`config.mk`:
```
export PLATFORM = sky130hd
export DESIGN_NAME = pdms_steering
export DESIGN_NICKNAME = d
export VERILOG_FILES = /design/src/core/pdms_pkg.sv /design/src/core/pdms_steering.sv
export SDC_FILE = /design/constraint.sdc
export NUM_CORES = 1
export LEC_CHECK = 0
export BUFFER_PORTS_ARGS = -buffer_cell sky130_fd_sc_hd__buf_4
export CAP_MARGIN = 10
export CELL_PAD_IN_SITES_DETAIL_PLACEMENT = 2
export CELL_PAD_IN_SITES_GLOBAL_PLACEMENT = 2
export CORE_MARGIN = 2
export CORE_UTILIZATION = 29
export CTS_CLUSTER_DIAMETER = 150
export DETAILED_ROUTE_END_ITERATION = 7
export GPL_ROUTABILITY_DRIVEN = 1
export HOLD_SLACK_MARGIN = 0.05
export PLACE_DENSITY_LB_ADDON = 0.2
export SETUP_SLACK_MARGIN = 0.05
export SLEW_MARGIN = 15
export SYNTH_ARGS = -nofsm -noshare
export SYNTH_HDL_FRONTEND = slang
export SYNTH_HIERARCHICAL = 1
export SYNTH_SLANG_ARGS = --single-unit
```
`constraint.sdc`:
```
create_clock -name clock -period 2.4 [get_ports clock]
set_input_delay 0.48 -clock clock [delete_from_list [all_inputs] [get_ports clock]]
set_output_delay 0.48 -clock clock [all_outputs]
set_load 0.02 [all_outputs]
```
`src/core/pdms_pkg.sv`:
```
// shared types and constants for the phy data path mode steering block
package pdms_pkg;

  // ------------------------------------------------------------
  // widths, depths and line/host rates (kbps)
  // ------------------------------------------------------------
  localparam int DATA_W         = 32;
  localparam int RCF_DEPTH      = 4;
  localparam int LINE_LAN_KBPS  = 10312500;
  localparam int LINE_WAN_KBPS  = 9953280;
  localparam int LINE_GBE_KBPS  = 1250000;
  localparam int HOST_XAUI_KBPS = 3125000;
  localparam int HOST_RX_KBPS   = 6250000;
  localparam int HOST_GBE_KBPS  = 1250000;

  // ------------------------------------------------------------
  // lane masks and rate codes
  // ------------------------------------------------------------
  localparam logic [3:0] LANES_XAUI  = 4'hF;
  localparam logic [3:0] LANES_RXAUI = 4'h5;
  localparam logic [3:0] LANES_GBE_0 = 4'h1;
  localparam logic [3:0] LANES_GBE_3 = 4'h8;
  localparam logic [1:0] LRATE_LAN   = 2'h0;
  localparam logic [1:0] LRATE_WAN   = 2'h1;
  localparam logic [1:0] LRATE_GBE   = 2'h2;
  localparam logic [1:0] HRATE_XAUI  = 2'h0;
  localparam logic [1:0] HRATE_RXAUI = 2'h1;
  localparam logic [1:0] HRATE_GBE   = 2'h2;

  // ------------------------------------------------------------
  // types
  // ------------------------------------------------------------
  typedef enum logic [1:0] {PDMS_LAN, PDMS_WAN, PDMS_GBE} pdms_mode_t;

  typedef struct packed {
    logic gbe_sel;
    logic wan_path_enable;
    logic rxaui_sel;
    logic lane3_sel;
    logic ptp_en;
    logic sec_en;
    logic mac_en;
    logic xc_bcast;
  } pdms_cfg_t;

  typedef struct packed {
    logic              valid;
    logic [DATA_W-1:0] data;
  } pdms_word_t;

  typedef struct packed {
    logic       rx_wis;
    logic       rx_pcs10;
    logic       rx_pcs1g_line;
    logic       tx_wis;
    logic       tx_pcs10;
    logic       tx_pcs1g_line;
    logic       xgxs_en;
    logic       host_pcs1g_en;
    logic       line_pcs1g_en;
    logic [3:0] host_tx_lanes;
    logic [3:0] host_rx_lanes;
    logic [1:0] line_rate;
    logic [1:0] host_rate;
    logic       ptp_in;
    logic       sec_in;
    logic       mac_in;
    logic       fcb_en;
    logic       xc_to_host;
    logic       xc_to_line;
    logic       wan_active;
    logic       kr_clk_hi;
  } pdms_path_t;

  typedef struct packed {
    pdms_cfg_t  cfg;
    pdms_path_t path;
    pdms_word_t line_tx;
    logic       flush;
  } pdms_top_st_t;

endpackage : pdms_pkg

```
`src/core/pdms_steering.sv`:
```
// rate fifo and top-level mode steering of the phy data path
// Contract
// line sender delivers per-mode coding and rate
// wan receive passes through wan sublayer
// lan to 10g pcs, 1g to line pcs
// timing, security, mac stages individually bypassable
// 10g host side xgxs, four or two lanes
// rxaui uses only lanes 0 and 2
// 1g uses lane 0 or 3, both directions
// 1g host side coded by host 1g pcs
// 10g transmit decodes and aligns in xgxs
// 10g transmit 64b/66b coded, lan rate
// wan transmit builds frames at wan rate
// 1g transmit host decode, line re-encode
// 10g mac only together with security
// cross connect broadcasts line to host only
// switchover may disrupt data
// rate compensating fifo between line and host
// flow buffer compensates when macs enabled
// host and line 1g pcs instances
// kr taps clock 10 ghz or 1 ghz
// one wan enable for both directions
// mode and host type drive all muxes
`timescale 1ns/100ps
`default_nettype none

module pdms_fifo #(
  parameter int W     = 32,
  parameter int DEPTH = 4
) (
  input  wire logic         clock,
  input  wire logic         rst_n,
  input  wire logic         flush,
  input  wire logic         in_valid,
  input  wire logic [W-1:0] in_data,
  output logic              in_ready,
  output logic              out_valid,
  output logic [W-1:0]      out_data,
  input  wire logic         out_ready
);
  localparam int AW = $clog2(DEPTH);

  typedef struct packed {
    logic [DEPTH-1:0][W-1:0] mem;
    logic [AW-1:0]           wp;
    logic [AW-1:0]           rp;
    logic [AW:0]             cnt;
    logic                    in_ready;
    logic                    out_valid;
  } pdms_fifo_st_t;

  pdms_fifo_st_t st_ff;
  pdms_fifo_st_t nxt_st;
  logic          push;
  logic          pop;

  // ------------------------------------------------------------
  // pointer and level update
  // ------------------------------------------------------------
  always_comb begin
    nxt_st = st_ff;
    push   = in_valid & st_ff.in_ready;
    pop    = st_ff.out_valid & out_ready;
    if (push) begin
      nxt_st.mem[st_ff.wp] = in_data;
      nxt_st.wp            = st_ff.wp + AW'(1);
    end
    if (pop) begin
      nxt_st.rp = st_ff.rp + AW'(1);
    end
    nxt_st.cnt = st_ff.cnt + (AW+1)'(push) - (AW+1)'(pop);
    // reconfiguration drops buffered words
    if (flush) begin
      nxt_st.wp  = '0;
      nxt_st.rp  = '0;
      nxt_st.cnt = '0;
    end
    nxt_st.in_ready  = (nxt_st.cnt != (AW+1)'(DEPTH));
    nxt_st.out_valid = (nxt_st.cnt != '0);
  end

  always_ff @(posedge clock) begin
    if (!rst_n) begin
      st_ff          <= '0;
      st_ff.in_ready <= 1'b1;
    end else begin
      st_ff <= nxt_st;
    end
  end

  assign in_ready  = st_ff.in_ready;
  assign out_valid = st_ff.out_valid;
  assign out_data  = st_ff.mem[st_ff.rp];

endmodule : pdms_fifo

module pdms_steering (
  input  wire logic         clock,
  input  wire logic         rst_n,
  input  pdms_pkg::pdms_cfg_t  cfg,
  input  pdms_pkg::pdms_word_t line_rx,
  input  pdms_pkg::pdms_word_t adj_line_rx,
  output logic              line_rx_ready,
  output pdms_pkg::pdms_word_t host_tx,
  input  wire logic         host_tx_ready,
  input  pdms_pkg::pdms_word_t host_rx,
  output pdms_pkg::pdms_word_t line_tx,
  output pdms_pkg::pdms_path_t path
);
  import pdms_pkg::*;

  pdms_top_st_t st_ff;
  pdms_top_st_t nxt_st;
  pdms_word_t   ing_src;
  logic         rcf_in_valid;

  // ------------------------------------------------------------
  // mode and path decode
  // ------------------------------------------------------------
  function automatic pdms_mode_t mode_of(input pdms_cfg_t c);
    if (c.gbe_sel) begin
      mode_of = PDMS_GBE;
    end else if (c.wan_path_enable) begin
      mode_of = PDMS_WAN;
    end else begin
      mode_of = PDMS_LAN;
    end
  endfunction : mode_of

  function automatic pdms_path_t path_of(input pdms_cfg_t c);
    pdms_path_t p;
    pdms_mode_t m;
    logic       ten;
    logic [3:0] lanes;
    p   = '0;
    m   = mode_of(c);
    ten = (m != PDMS_GBE);
    p.rx_wis        = (m == PDMS_WAN);
    p.tx_wis        = (m == PDMS_WAN);
    p.wan_active    = (m == PDMS_WAN);
    p.rx_pcs10      = ten;
    p.tx_pcs10      = ten;
    p.rx_pcs1g_line = !ten;
    p.tx_pcs1g_line = !ten;
    p.line_pcs1g_en = !ten;
    p.host_pcs1g_en = !ten;
    p.xgxs_en       = ten;
    case (m)
      PDMS_LAN: begin
        p.line_rate = LRATE_LAN;
      end
      PDMS_WAN: begin
        p.line_rate = LRATE_WAN;
      end
      default: begin
        p.line_rate = LRATE_GBE;
      end
    endcase
    if (!ten) begin
      lanes       = c.lane3_sel ? LANES_GBE_3 : LANES_GBE_0;
      p.host_rate = HRATE_GBE;
    end else if (c.rxaui_sel) begin
      lanes       = LANES_RXAUI;
      p.host_rate = HRATE_RXAUI;
    end else begin
      lanes       = LANES_XAUI;
      p.host_rate = HRATE_XAUI;
    end
    p.host_tx_lanes = lanes;
    p.host_rx_lanes = lanes;
    p.ptp_in        = c.ptp_en;
    p.sec_in        = c.sec_en;
    // in 10g a mac without security is refused
    p.mac_in        = c.mac_en & (!ten | c.sec_en);
    p.fcb_en        = p.mac_in;
    p.xc_to_host    = c.xc_bcast;
    p.xc_to_line    = 1'b0;
    p.kr_clk_hi     = ten;
    path_of = p;
  endfunction : path_of

  // ------------------------------------------------------------
  // state update
  // ------------------------------------------------------------
  always_comb begin
    nxt_st       = st_ff;
    nxt_st.cfg   = cfg;
    nxt_st.path  = path_of(cfg);
    // any change of configuration is a non-hitless switchover
    nxt_st.flush = (cfg != st_ff.cfg);
    // egress: host data never crosses to the adjacent line
    nxt_st.line_tx.valid = host_rx.valid & !st_ff.flush;
    nxt_st.line_tx.data  = host_rx.data;
  end

  always_ff @(posedge clock) begin
    if (!rst_n) begin
      st_ff <= '0;
    end else begin
      st_ff <= nxt_st;
    end
  end

  // ------------------------------------------------------------
  // ingress rate fifo with cross connect source
  // ------------------------------------------------------------
  always_comb begin
    ing_src      = st_ff.cfg.xc_bcast ? adj_line_rx : line_rx;
    rcf_in_valid = ing_src.valid & !st_ff.flush;
  end

  pdms_fifo #(
    .W     (DATA_W),
    .DEPTH (RCF_DEPTH)
  ) u_rcf (
    .clock     (clock),
    .rst_n     (rst_n),
    .flush     (st_ff.flush),
    .in_valid  (rcf_in_valid),
    .in_data   (ing_src.data),
    .in_ready  (line_rx_ready),
    .out_valid (host_tx.valid),
    .out_data  (host_tx.data),
    .out_ready (host_tx_ready)
  );

  assign line_tx = st_ff.line_tx;
  assign path    = st_ff.path;
endmodule : pdms_steering

`default_nettype wire

```
==> impl_metrics.csv, run 1 <==
group,metric,value,unit
critical_path,worstRegToRegCells,11,
grt,grt_use_total,16.8,%
grt,use_met2,29.9,%
timing,setup_viol,0,
floorplan,die_w,175,um
final_layout,multi_input_area,0.00375,mm2
floorplan,die_h,175,um
grt,grtUsageMet3,3.05,%
final_layout,layout_commonest_cell,"nand2_1",
grt,grt_max_degree,89,
outcome,outcome,"complete, no violations",
place,place_congestion,0.685,
logic_synthesis,synth_area_leaders,"dfxtp_1 (45%), nand2_1 (12%), a21boi_1 (11%)",
logic_synthesis,synth_area,0.00845,mm2
timing,fmaxAchievable,431,MHz
grt,grt_use_met1,20.9,%
clock_tree,numClockSinks,189,
timing,rsz0062_at_grt,"true",
critical_path,reg2reg_from,"path[3]",
critical_path,worstPathRequired,1.92,ns
place,hpwl,16100,um
detailed_routing,vias_per_cell,4.59,
final_layout,fin_nets,1108,
grt,top_usage_layer,"met2",
place,dp.cells,1351,
power,p_leak,4.13,nW
critical_path,cp-end-kind,"output port",
timing,clock_skew,0.0133,ns
detailed_routing,wl_per_cell,18.1,um
final_layout,final_cell_mix,"nand2_1 (261), buf_4 (216), dfxtp_1 (186)",
min_path,min-delay-start,"cfg[5]",
clock_tree,clk_pin_slew,0.08,ns
logic_synthesis,synth_top_area_share,44.8,%
detailed_routing,drc_errors,0,
clock_tree,cts_tree,"yes",
floorplan,rows,62,
floorplan,start_util,29.4,%
min_path,holdPathStages,2,
final_layout,layout-drive-gt1-share,33.0,%
timing,maxSlewHeadroom,35.9,%
critical_path,path_max_fanout,7,
min_path,hold_path.class,"in -> reg",
final_layout,insertedDiodeCount,0,
detailed_routing,wl,25200,um
logic_synthesis,synth_area_per_cell,9.72,um2
grt,grt-ovfl-total,0,
place,port_buffers,204,
clock_tree,cts_buffers,17,
detailed_routing,antenna_left,0,
final_layout,fill_cells,3172,
logic_synthesis,yosysWarnings,6,
critical_path,startpoint_type,"flop",
power,p_seq_share,46.3,%
timing,drv_slew,0,
logic_synthesis,yosysUniqueCellTypes,33,
timing,timing_hold_violations_final,0,
critical_path,worstPathArrival,1.84,ns
grt,grt_pass1_wl,39800,um
min_path,worstHoldEndpoint,"path[13]",
detailed_routing,num_vias,6375,
detailed_routing,dr.pass1.iters,4,
timing,tns,0,ns
flow_run,maxCapViolations,0,
clock_tree,clk_latency,0.44,ns
logic_synthesis,ys_seq_elements,189,
logic_synthesis,syn-num-nets,986,
clock_tree,cts_root_buffer,"clkbuf_16",
clock_tree,cts_max_path_buffers,2,
timing,period_share,96.7,%
timing,period_minus_slack,2.32,ns
power,powerDensity,672,mW/mm2
power,power_frac_comb,11.8,%
critical_path,regToRegSetupSlack,0.32,ns
floorplan,fp.coreArea,0.0287,mm2
critical_path,reg2reg_to,"u_rcf/in_ready",
grt,antenna_found_initial,0,
power,cellInternalPower,5.16,mW
detailed_routing,drt_iter0_drc,255,
power,swShare,26.9,%
grt,grt_pass1_vias,6919,
logic_synthesis,synthCells,869,
logic_synthesis,yosys.area.top_type,"dfxtp_1",
timing,worst_slew_pin_slew,0.962,ns
power,netSwitchingPower,1.90,mW
final_layout,area_growth_syn_to_layout,24.4,%
floorplan,ios,206,
final_layout,instances_no_fill,1388,
clock_tree,htreeDepth,4,
power,ir_worst_vdd,0.000363,V
floorplan,dieArea,0.0305,mm2
final_layout,seq_area,0.00379,mm2
power,p_clk_share,41.9,%
logic_synthesis,ys_seq_area_share,44.8,%
critical_path,worstSetupPathType,"reg -> out",
[registers in the layout, indices dropped and copies added, names as in the netlist]
| signal | count |
|---|---|
| line_tx | 33 |
| path | 13 |
| st_ff | 6 |
| u_rcf/in_ready | 1 |
| u_rcf/out_valid | 1 |
| u_rcf/st_ff | 135 |
[per-stage QoR]
step / setup slack, ns / power (mW) / hold slack [ns] / instance area (um2) / utilization (%)
2_1_floorplan: 0.0695 / 3.87 / 0.403 / 8450 / -
3_3_place_gp: 0.120 / 4.18 / 0.440 / 9790 / 34.1
3_5_place_dp: 0.0637 / 4.20 / 0.447 / 9790 / 34.1
4_1_cts: 0.0483 / 7.19 / 0.219 / 10500 / 36.6
5_1_grt: 0.0222 / 7.41 / 0.221 / 10500 / 36.6
6_report: 0.0795 / 7.07 / 0.241 / 10500 / 36.6
[worst max-delay path: stages, from the launching register on]
cell and delay, ns:
dfxtp_4 0.41, bufbuf_16 0.30, mux4_2 0.52, buf_4 0.17
[worst max-delay path by stage]
stage / startpoint / to / slack [ns]
6_report: u_rcf/st_ff[6] / host_tx[17] / 0.08
5_1_grt: u_rcf/st_ff[6] / host_tx[18] / 0.02
4_1_cts: u_rcf/st_ff[6] / host_tx[17] / 0.05
3_5_place_dp: adj_line_rx[32] / u_rcf/in_ready / 0.06
3_3_place_gp: adj_line_rx[32] / u_rcf/out_valid / 0.12
2_1_floorplan: path[3] / u_rcf/out_valid / 0.07
[Yosys cell counts]
| library cell | n |
|---|---|
| mux4_1 | 3 |
| buf_4 | 68 |
| ha_1 | 6 |
| nand3_1 | 6 |
| nand2_1 | 261 |
| a21boi_0 | 9 |
| inv_1 | 5 |
| mux4_2 | 29 |
| buf_6 | 17 |
| fa_1 | 1 |
| xnor2_1 | 2 |
| and2_1 | 48 |
| nand2b_1 | 1 |
| xnor3_1 | 1 |
| nor4_1 | 2 |
| mux2i_1 | 1 |
| dfxtp_1 | 189 |
| clkbuf_2 | 2 |
| o21ai_0 | 1 |
| o21a_1 | 1 |
| a21oi_1 | 2 |
| buf_2 | 18 |
| nor2b_1 | 2 |
| conb_1 | 1 |
| and2b_1 | 1 |
| a21boi_1 | 120 |
| buf_12 | 3 |
| and3_1 | 4 |
| clkbuf_1 | 16 |
| xor2_1 | 9 |
| mux2_4 | 2 |
| nor2_1 | 8 |
| mux2_2 | 30 |
[power by group through the flow]
stage	sequential, mW	clock (mW)	combinational [mW]
floorplan	3.33	0	0.537
global placement	3.34	0	0.838
detailed placement	3.35	0	0.850
CTS	3.27	3.07	0.856
global route	3.28	3.21	0.910
finish	3.27	2.96	0.835
[layer usage]
layer  routed length (um)  up-vias
met1                11300     3191
li1                     -     3028
met2                12600      138
met4                  250        0
met3                 1080       18
met5                    0        -
[repair_timing]
action                                 4_1_cts  5_1_grt
buffers inserted                             3        1
cloned                                       1        0
endpoints found under the hold margin        0        0
setup endpoints to repair                   14       17
hold buffers                                 0        0
gates resized for setup                      2        0
[logic make-up after synthesis]
| logic type | Yosys count | share of synthesized area, % |
|---|---|---|
| DFF | 189 | 44.8 |
| xor gates and xnor gates | 12 | 1.41 |
| and+or+nand+nor | 333 | 16.6 |
| AOI/OAI and AO/OA | 133 | 11.7 |
| other | 1 | 0.0444 |
| buffers and inverters | 129 | 11.1 |
| muxes | 65 | 13.1 |
| adders and majority gates | 7 | 1.13 |
[area by class of cell]
cell class,instances,share of cell area [%]
inverter,5,0.179
clock buffer,18,4.18
tap,384,4.57
sequential,189,36.1
clock inverter,14,1.66
timing repair buffer,227,17.6
multi-input combinational,551,35.7
Power figures use the tool's default switching activity.
==> run 2, diff against run 1 <==
--- a/config.mk
+++ b/config.mk
@@ -16,7 +16,7 @@
 export GPL_ROUTABILITY_DRIVEN = 1
 export HOLD_SLACK_MARGIN = 0.05
 export PLACE_DENSITY_LB_ADDON = 0.2
-export SETUP_SLACK_MARGIN = 0.05
+export SETUP_SLACK_MARGIN = 0.1
 export SLEW_MARGIN = 15
 export SYNTH_ARGS = -nofsm -noshare
 export SYNTH_HDL_FRONTEND = slang
==> impl_metrics.csv, run 2 (synthesized netlist as in run 1, its figures left out) <==
group,metric,value,unit
clock_tree,htreeDepth,4,
detailed_routing,drt_iter0_drc,186,
critical_path,cp_num_cells,3,
grt,grt_pass1_wl,39200,um
final_layout,fin_nets,1105,
flow_run,maxCapViolations,0,
place,port_buffers,204,
clock_tree,cts_max_path_buffers,2,
final_layout,largest_register_ff_count,135,
grt,grt_pass1_vias,6867,
clock_tree,cts_tree,"yes",
critical_path,worstSetupPathType,"reg -> out",
detailed_routing,dr.pass1.iters,4,
floorplan,dieArea,0.0305,mm2
final_layout,layout-drive-gt1-share,33.3,%
timing,tns,0,ns
timing,worst_slew_pin_slew,0.948,ns
critical_path,reg2reg_to,"u_rcf/in_ready",
timing,setup_viol,0,
power,powerDensity,671,mW/mm2
power,swShare,27.1,%
final_layout,fill_cells,3156,
min_path,min-delay-start,"cfg[5]",
critical_path,worstRegToRegCells,11,
floorplan,die_h,175,um
timing,period_share,95.3,%
final_layout,regMostFlops,"u_rcf/st_ff",
grt,grt_use_total,16.6,%
power,p_leak,4.09,nW
floorplan,start_util,29.4,%
critical_path,setup.worst_path.start,"u_rcf/st_ff[6]",
critical_path,path_max_fanout,5,
detailed_routing,antenna_left,0,
clock_tree,cts_buffers,17,
critical_path,slowest_delay,0.54,ns
critical_path,regToRegSetupSlack,0.28,ns
critical_path,startpoint_type,"flop",
critical_path,crit_buf_inv,2,
critical_path,reg2reg_from,"path[3]",
grt,antenna_found_initial,0,
timing,drv_slew,0,
detailed_routing,wl,25000,um
floorplan,ios,206,
detailed_routing,vias_per_cell,4.58,
power,netSwitchingPower,1.91,mW
grt,grt-ovfl-total,0,
timing,clock_skew,0.0134,ns
min_path,hold_path.class,"in -> reg",
floorplan,fp.coreArea,0.0287,mm2
clock_tree,clk_latency,0.43,ns
clock_tree,numClockSinks,189,
grt,grt_max_degree,68,
critical_path,crit_path_end,"host_tx[14]",
power,p_clk_share,41.7,%
critical_path,cp-end-kind,"output port",
place,hpwl,15800,um
detailed_routing,drc_errors,0,
detailed_routing,num_vias,6349,
power,ir_worst_vdd,0.000454,V
timing,hold_ws,0.235,ns
critical_path,cp_cell_sequence,"clkbuf_16 > mux4_2 > buf_6",
timing,maxSlewHeadroom,36.8,%
power,cellInternalPower,5.14,mW
final_layout,area_growth_syn_to_layout,24.3,%
timing,fmaxAchievable,437,MHz
clock_tree,cts_root_buffer,"clkbuf_16",
timing,timing_hold_violations_final,0,
final_layout,layout_commonest_cell,"nand2_1",
power,p_seq_share,46.3,%
critical_path,worstPathArrival,1.81,ns
critical_path,worst_path_max_delay_cell,"mux4_2",
clock_tree,cts_hold_buffers,0,
timing,rsz0062_at_grt,"true",
detailed_routing,wl_per_cell,18.1,um
critical_path,worstPathRequired,1.92,ns
final_layout,insertedDiodeCount,0,
clock_tree,clk_pin_slew,0.08,ns
floorplan,die_w,175,um
place,place_congestion,0.724,
floorplan,rows,62,
timing,period_minus_slack,2.29,ns
critical_path,crit_family,"multiplexers",
final_layout,final_cell_mix,"nand2_1 (260), buf_4 (199), dfxtp_1 (186)",
power,power_frac_comb,12.0,%
outcome,outcome,"complete, no violations",
[run 2: worst min-delay path by stage]
stage	end	slack (ns)	cells after the start
floorplan	line_tx[32]	0.40	1
global placement	u_rcf/st_ff[64]	0.44	2
detailed placement	u_rcf/st_ff[77]	0.45	2
CTS	path[13]	0.22	2
global route	path[13]	0.21	2
finish	path[13]	0.24	2
[run 2: area by class of cell]
cell class | count | area (um2) | area share [%]
clock inverter | 15 | 174 | 1.66
multi-input combinational | 551 | 3740 | 35.6
tap | 384 | 480 | 4.57
clock buffer | 17 | 425 | 4.05
inverter | 5 | 18.8 | 0.179
sequential | 189 | 3790 | 36.1
timing repair buffer | 224 | 1870 | 17.8
[run 2: power by group through the flow]
stage / Combinational, mW / Sequential (mW) / Clock [mW]
finish: 0.846 / 3.27 / 2.94
global route: 0.923 / 3.28 / 3.18
CTS: 0.855 / 3.27 / 3.05
detailed placement: 0.854 / 3.34 / 0
global placement: 0.841 / 3.34 / 0
floorplan: 0.540 / 3.33 / 0
[run 2: layer usage]
layer / global-route usage (%) / wire (um) / part of all wire [%]
met1: 20.8 / 11400 / 46
met2: 29.3 / 12400 / 50
met4: 3.47 / 157 / 0.63
met5: 0 / 0 / 0
met3: 3.57 / 961 / 3.8
[run 2: repair_timing]
action | CTS | global route
endpoints found under the setup margin | 27 | 25
resized for setup | 3 | 22
buffers inserted | 1 | 1
pin swaps | 0 | 0
cloned | 1 | 1
[run 2: per-stage QoR]
stage                     power (mW)  std cells  util, %  cell area [um2]  setup slack, ns
after floorplan                 3.87        869        -             8450            0.110
after global placement          4.18       1349     34.0             9770           0.0680
after detailed placement        4.20       1349     34.0             9770           0.0376
after CTS                       7.17       1383     36.3            10400           0.0467
after global routing            7.38       1385     36.6            10500           0.0470
final                           7.05       1385     36.6            10500            0.112
[run 2: worst reg2reg max path: cells and delay by family, from the launching register on]
family | cells | cell delay, ns
adder cells (fa/ha/maj) | 3 | 0.73
AND/OR/NAND/NOR | 4 | 0.38
flip-flops | 1 | 0.37
multiplexers | 1 | 0.25
XOR/XNOR | 1 | 0.20
buffers and inverters | 2 | 0.10
==> run 3, diff against run 2 <==
--- a/config.mk
+++ b/config.mk
@@ -15,7 +15,7 @@
 export DETAILED_ROUTE_END_ITERATION = 7
 export GPL_ROUTABILITY_DRIVEN = 1
 export HOLD_SLACK_MARGIN = 0.05
-export PLACE_DENSITY_LB_ADDON = 0.2
+export PLACE_DENSITY_LB_ADDON = 0.08
 export SETUP_SLACK_MARGIN = 0.1
 export SLEW_MARGIN = 15
 export SYNTH_ARGS = -nofsm -noshare
==> impl_metrics.csv, run 3 (synthesized netlist as in run 1, its figures left out) <==
group,metric,value,unit
outcome,outcome,"complete, no violations",
critical_path,path_max_fanout,11,
final_layout,insertedDiodeCount,0,
timing,period_minus_slack,2.27,ns
critical_path,cp-end-kind,"output port",
final_layout,instances_no_fill,1393,
grt,grt_pass1_vias,6851,
flow_run,maxCapViolations,0,
floorplan,die_w,175,um
detailed_routing,vias_per_cell,4.52,
clock_tree,cts_root_buffer,"clkbuf_16",
critical_path,reg2reg_to,"u_rcf/in_ready",
critical_path,startpoint_type,"flop",
timing,setup_viol,0,
timing,drv_slew,0,
final_layout,finalInstanceArea,0.0104,mm2
timing,period_share,94.6,%
detailed_routing,drc_errors,0,
timing,clock_skew,0.0149,ns
final_layout,final_cell_mix,"nand2_1 (260), buf_4 (223), dfxtp_1 (186)",
detailed_routing,wl_met2,12500,um
detailed_routing,wl,24800,um
place,dp.cells,1360,
clock_tree,htreeDepth,4,
grt,grt_max_degree,55,
floorplan,fp.coreArea,0.0287,mm2
critical_path,reg2reg_from,"path[3]",
power,powerDensity,663,mW/mm2
floorplan,dieArea,0.0305,mm2
timing,timing_hold_violations_final,0,
clock_tree,cts_max_path_buffers,2,
clock_tree,numClockSinks,189,
critical_path,worst_path_max_delay_cell,"mux4_2",
grt,grt-ovfl-total,0,
min_path,hold_path.class,"in -> reg",
grt,antenna_found_initial,0,
clock_tree,cts_tree,"yes",
timing,tns,0,ns
final_layout,fin_nets,1113,
final_layout,regMostFlops,"u_rcf/st_ff",
place,port_buffers,204,
clock_tree,clk_latency,0.44,ns
final_layout,fill_cells,3196,
grt,grt_use_total,16.7,%
min_path,holdPathStages,2,
power,finalPower,6.92,mW
final_layout,largest_register_ff_count,135,
floorplan,rows,62,
final_layout,layout_commonest_cell,"nand2_1",
critical_path,worstSetupPathType,"reg -> out",
place,place_congestion,0.680,
floorplan,start_util,29.4,%
critical_path,worstPathRequired,1.92,ns
timing,maxSlewHeadroom,62.4,%
critical_path,slowest_delay,0.57,ns
floorplan,die_h,175,um
floorplan,ios,206,
timing,rsz0062_at_grt,"true",
min_path,min-delay-start,"host_rx[13]",
critical_path,regToRegSetupSlack,0.25,ns
detailed_routing,wl_per_cell,17.8,um
final_layout,area_growth_syn_to_layout,23.7,%
clock_tree,postCtsSetupRepairBufs,0,
detailed_routing,antenna_left,0,
final_layout,postLayoutCoreUtil,36.4,%
critical_path,worstPathArrival,1.79,ns
detailed_routing,routed-wl-met3,894,um
detailed_routing,num_vias,6295,
detailed_routing,dr.pass1.iters,4,
critical_path,cp_cell_sequence,"buf_12 > mux4_2 > buf_4",
detailed_routing,drt_iter0_drc,237,
detailed_routing,top_layer_used,"met4",
min_path,worstHoldEndpoint,"line_tx[13]",
clock_tree,cts_buffers,17,
place,post_dp_cell_area,0.00984,mm2
place,hpwl,16500,um
final_layout,layout-drive-gt1-share,32.8,%
detailed_routing,drt-met1-wl,11200,um
critical_path,worstRegToRegCells,11,
grt,grt_pass1_wl,39300,um
timing,worst_slew_pin_slew,0.563,ns
timing,fmaxAchievable,441,MHz
clock_tree,clk_pin_slew,0.08,ns
power,p_leak,4.12,nW
clock_tree,cts_hold_buffers,0,
power,ir_worst_vdd,0.000461,V
run 3: where the power goes:
part	switching (mW)	internal, mW
clock	1.39	1.43
sequential	0.0439	3.22
combinational	0.421	0.418
total	1.85	5.07
run 3: per-layer routing:
layer / GRT usage [%] / vias up
li1: - / 3034
met2: 29.5 / 112
met4: 3.75 / 0
met3: 3.29 / 15
met1: 20.9 / 3134
met5: 0 / -
run 3: area by class of cell:
cell class                      instances  area, um2  area share (%)
Sequential cell                       189       3790            36.3
Timing Repair Buffer                  232       1860            17.8
Tap cell                              384        480            4.60
Clock inverter                         13        119            1.14
Inverter                                5       18.8           0.180
Clock buffer                           19        453            4.34
Multi-Input combinational cell        551       3720            35.6
run 3: critical path: cells and delay by family (launching register included):
| kind | cells | cell delay (ns) |
|---|---|---|
| muxes | 1 | 0.57 |
| buffers and inverters | 2 | 0.37 |
| DFF | 1 | 0.40 |
run 3: timing repair:
item,in CTS,in global routing
gates cloned,0,1
resized for setup,2,4
setup endpoints to repair,22,22
run 3: how the worst max path moves through the flow:
stage	endpoint	slack [ns]	from
2_1_floorplan	u_rcf/in_ready	0.11	path[3]
3_3_place_gp	u_rcf/in_ready	0.04	adj_line_rx[32]
3_5_place_dp	u_rcf/in_ready	-0.001	adj_line_rx[32]
4_1_cts	host_tx[20]	0.06	u_rcf/st_ff[6]
5_1_grt	host_tx[20]	0.07	u_rcf/st_ff[6]
6_report	host_tx[20]	0.13	u_rcf/st_ff[6]
run 3: per-stage QoR:
step / worst slack [ns] / hold slack (ns)
detailed placement: -0.00130 / 0.432
floorplan: 0.110 / 0.403
finish: 0.131 / 0.238
global placement: 0.0353 / 0.428
CTS: 0.0644 / 0.212
global route: 0.0670 / 0.222
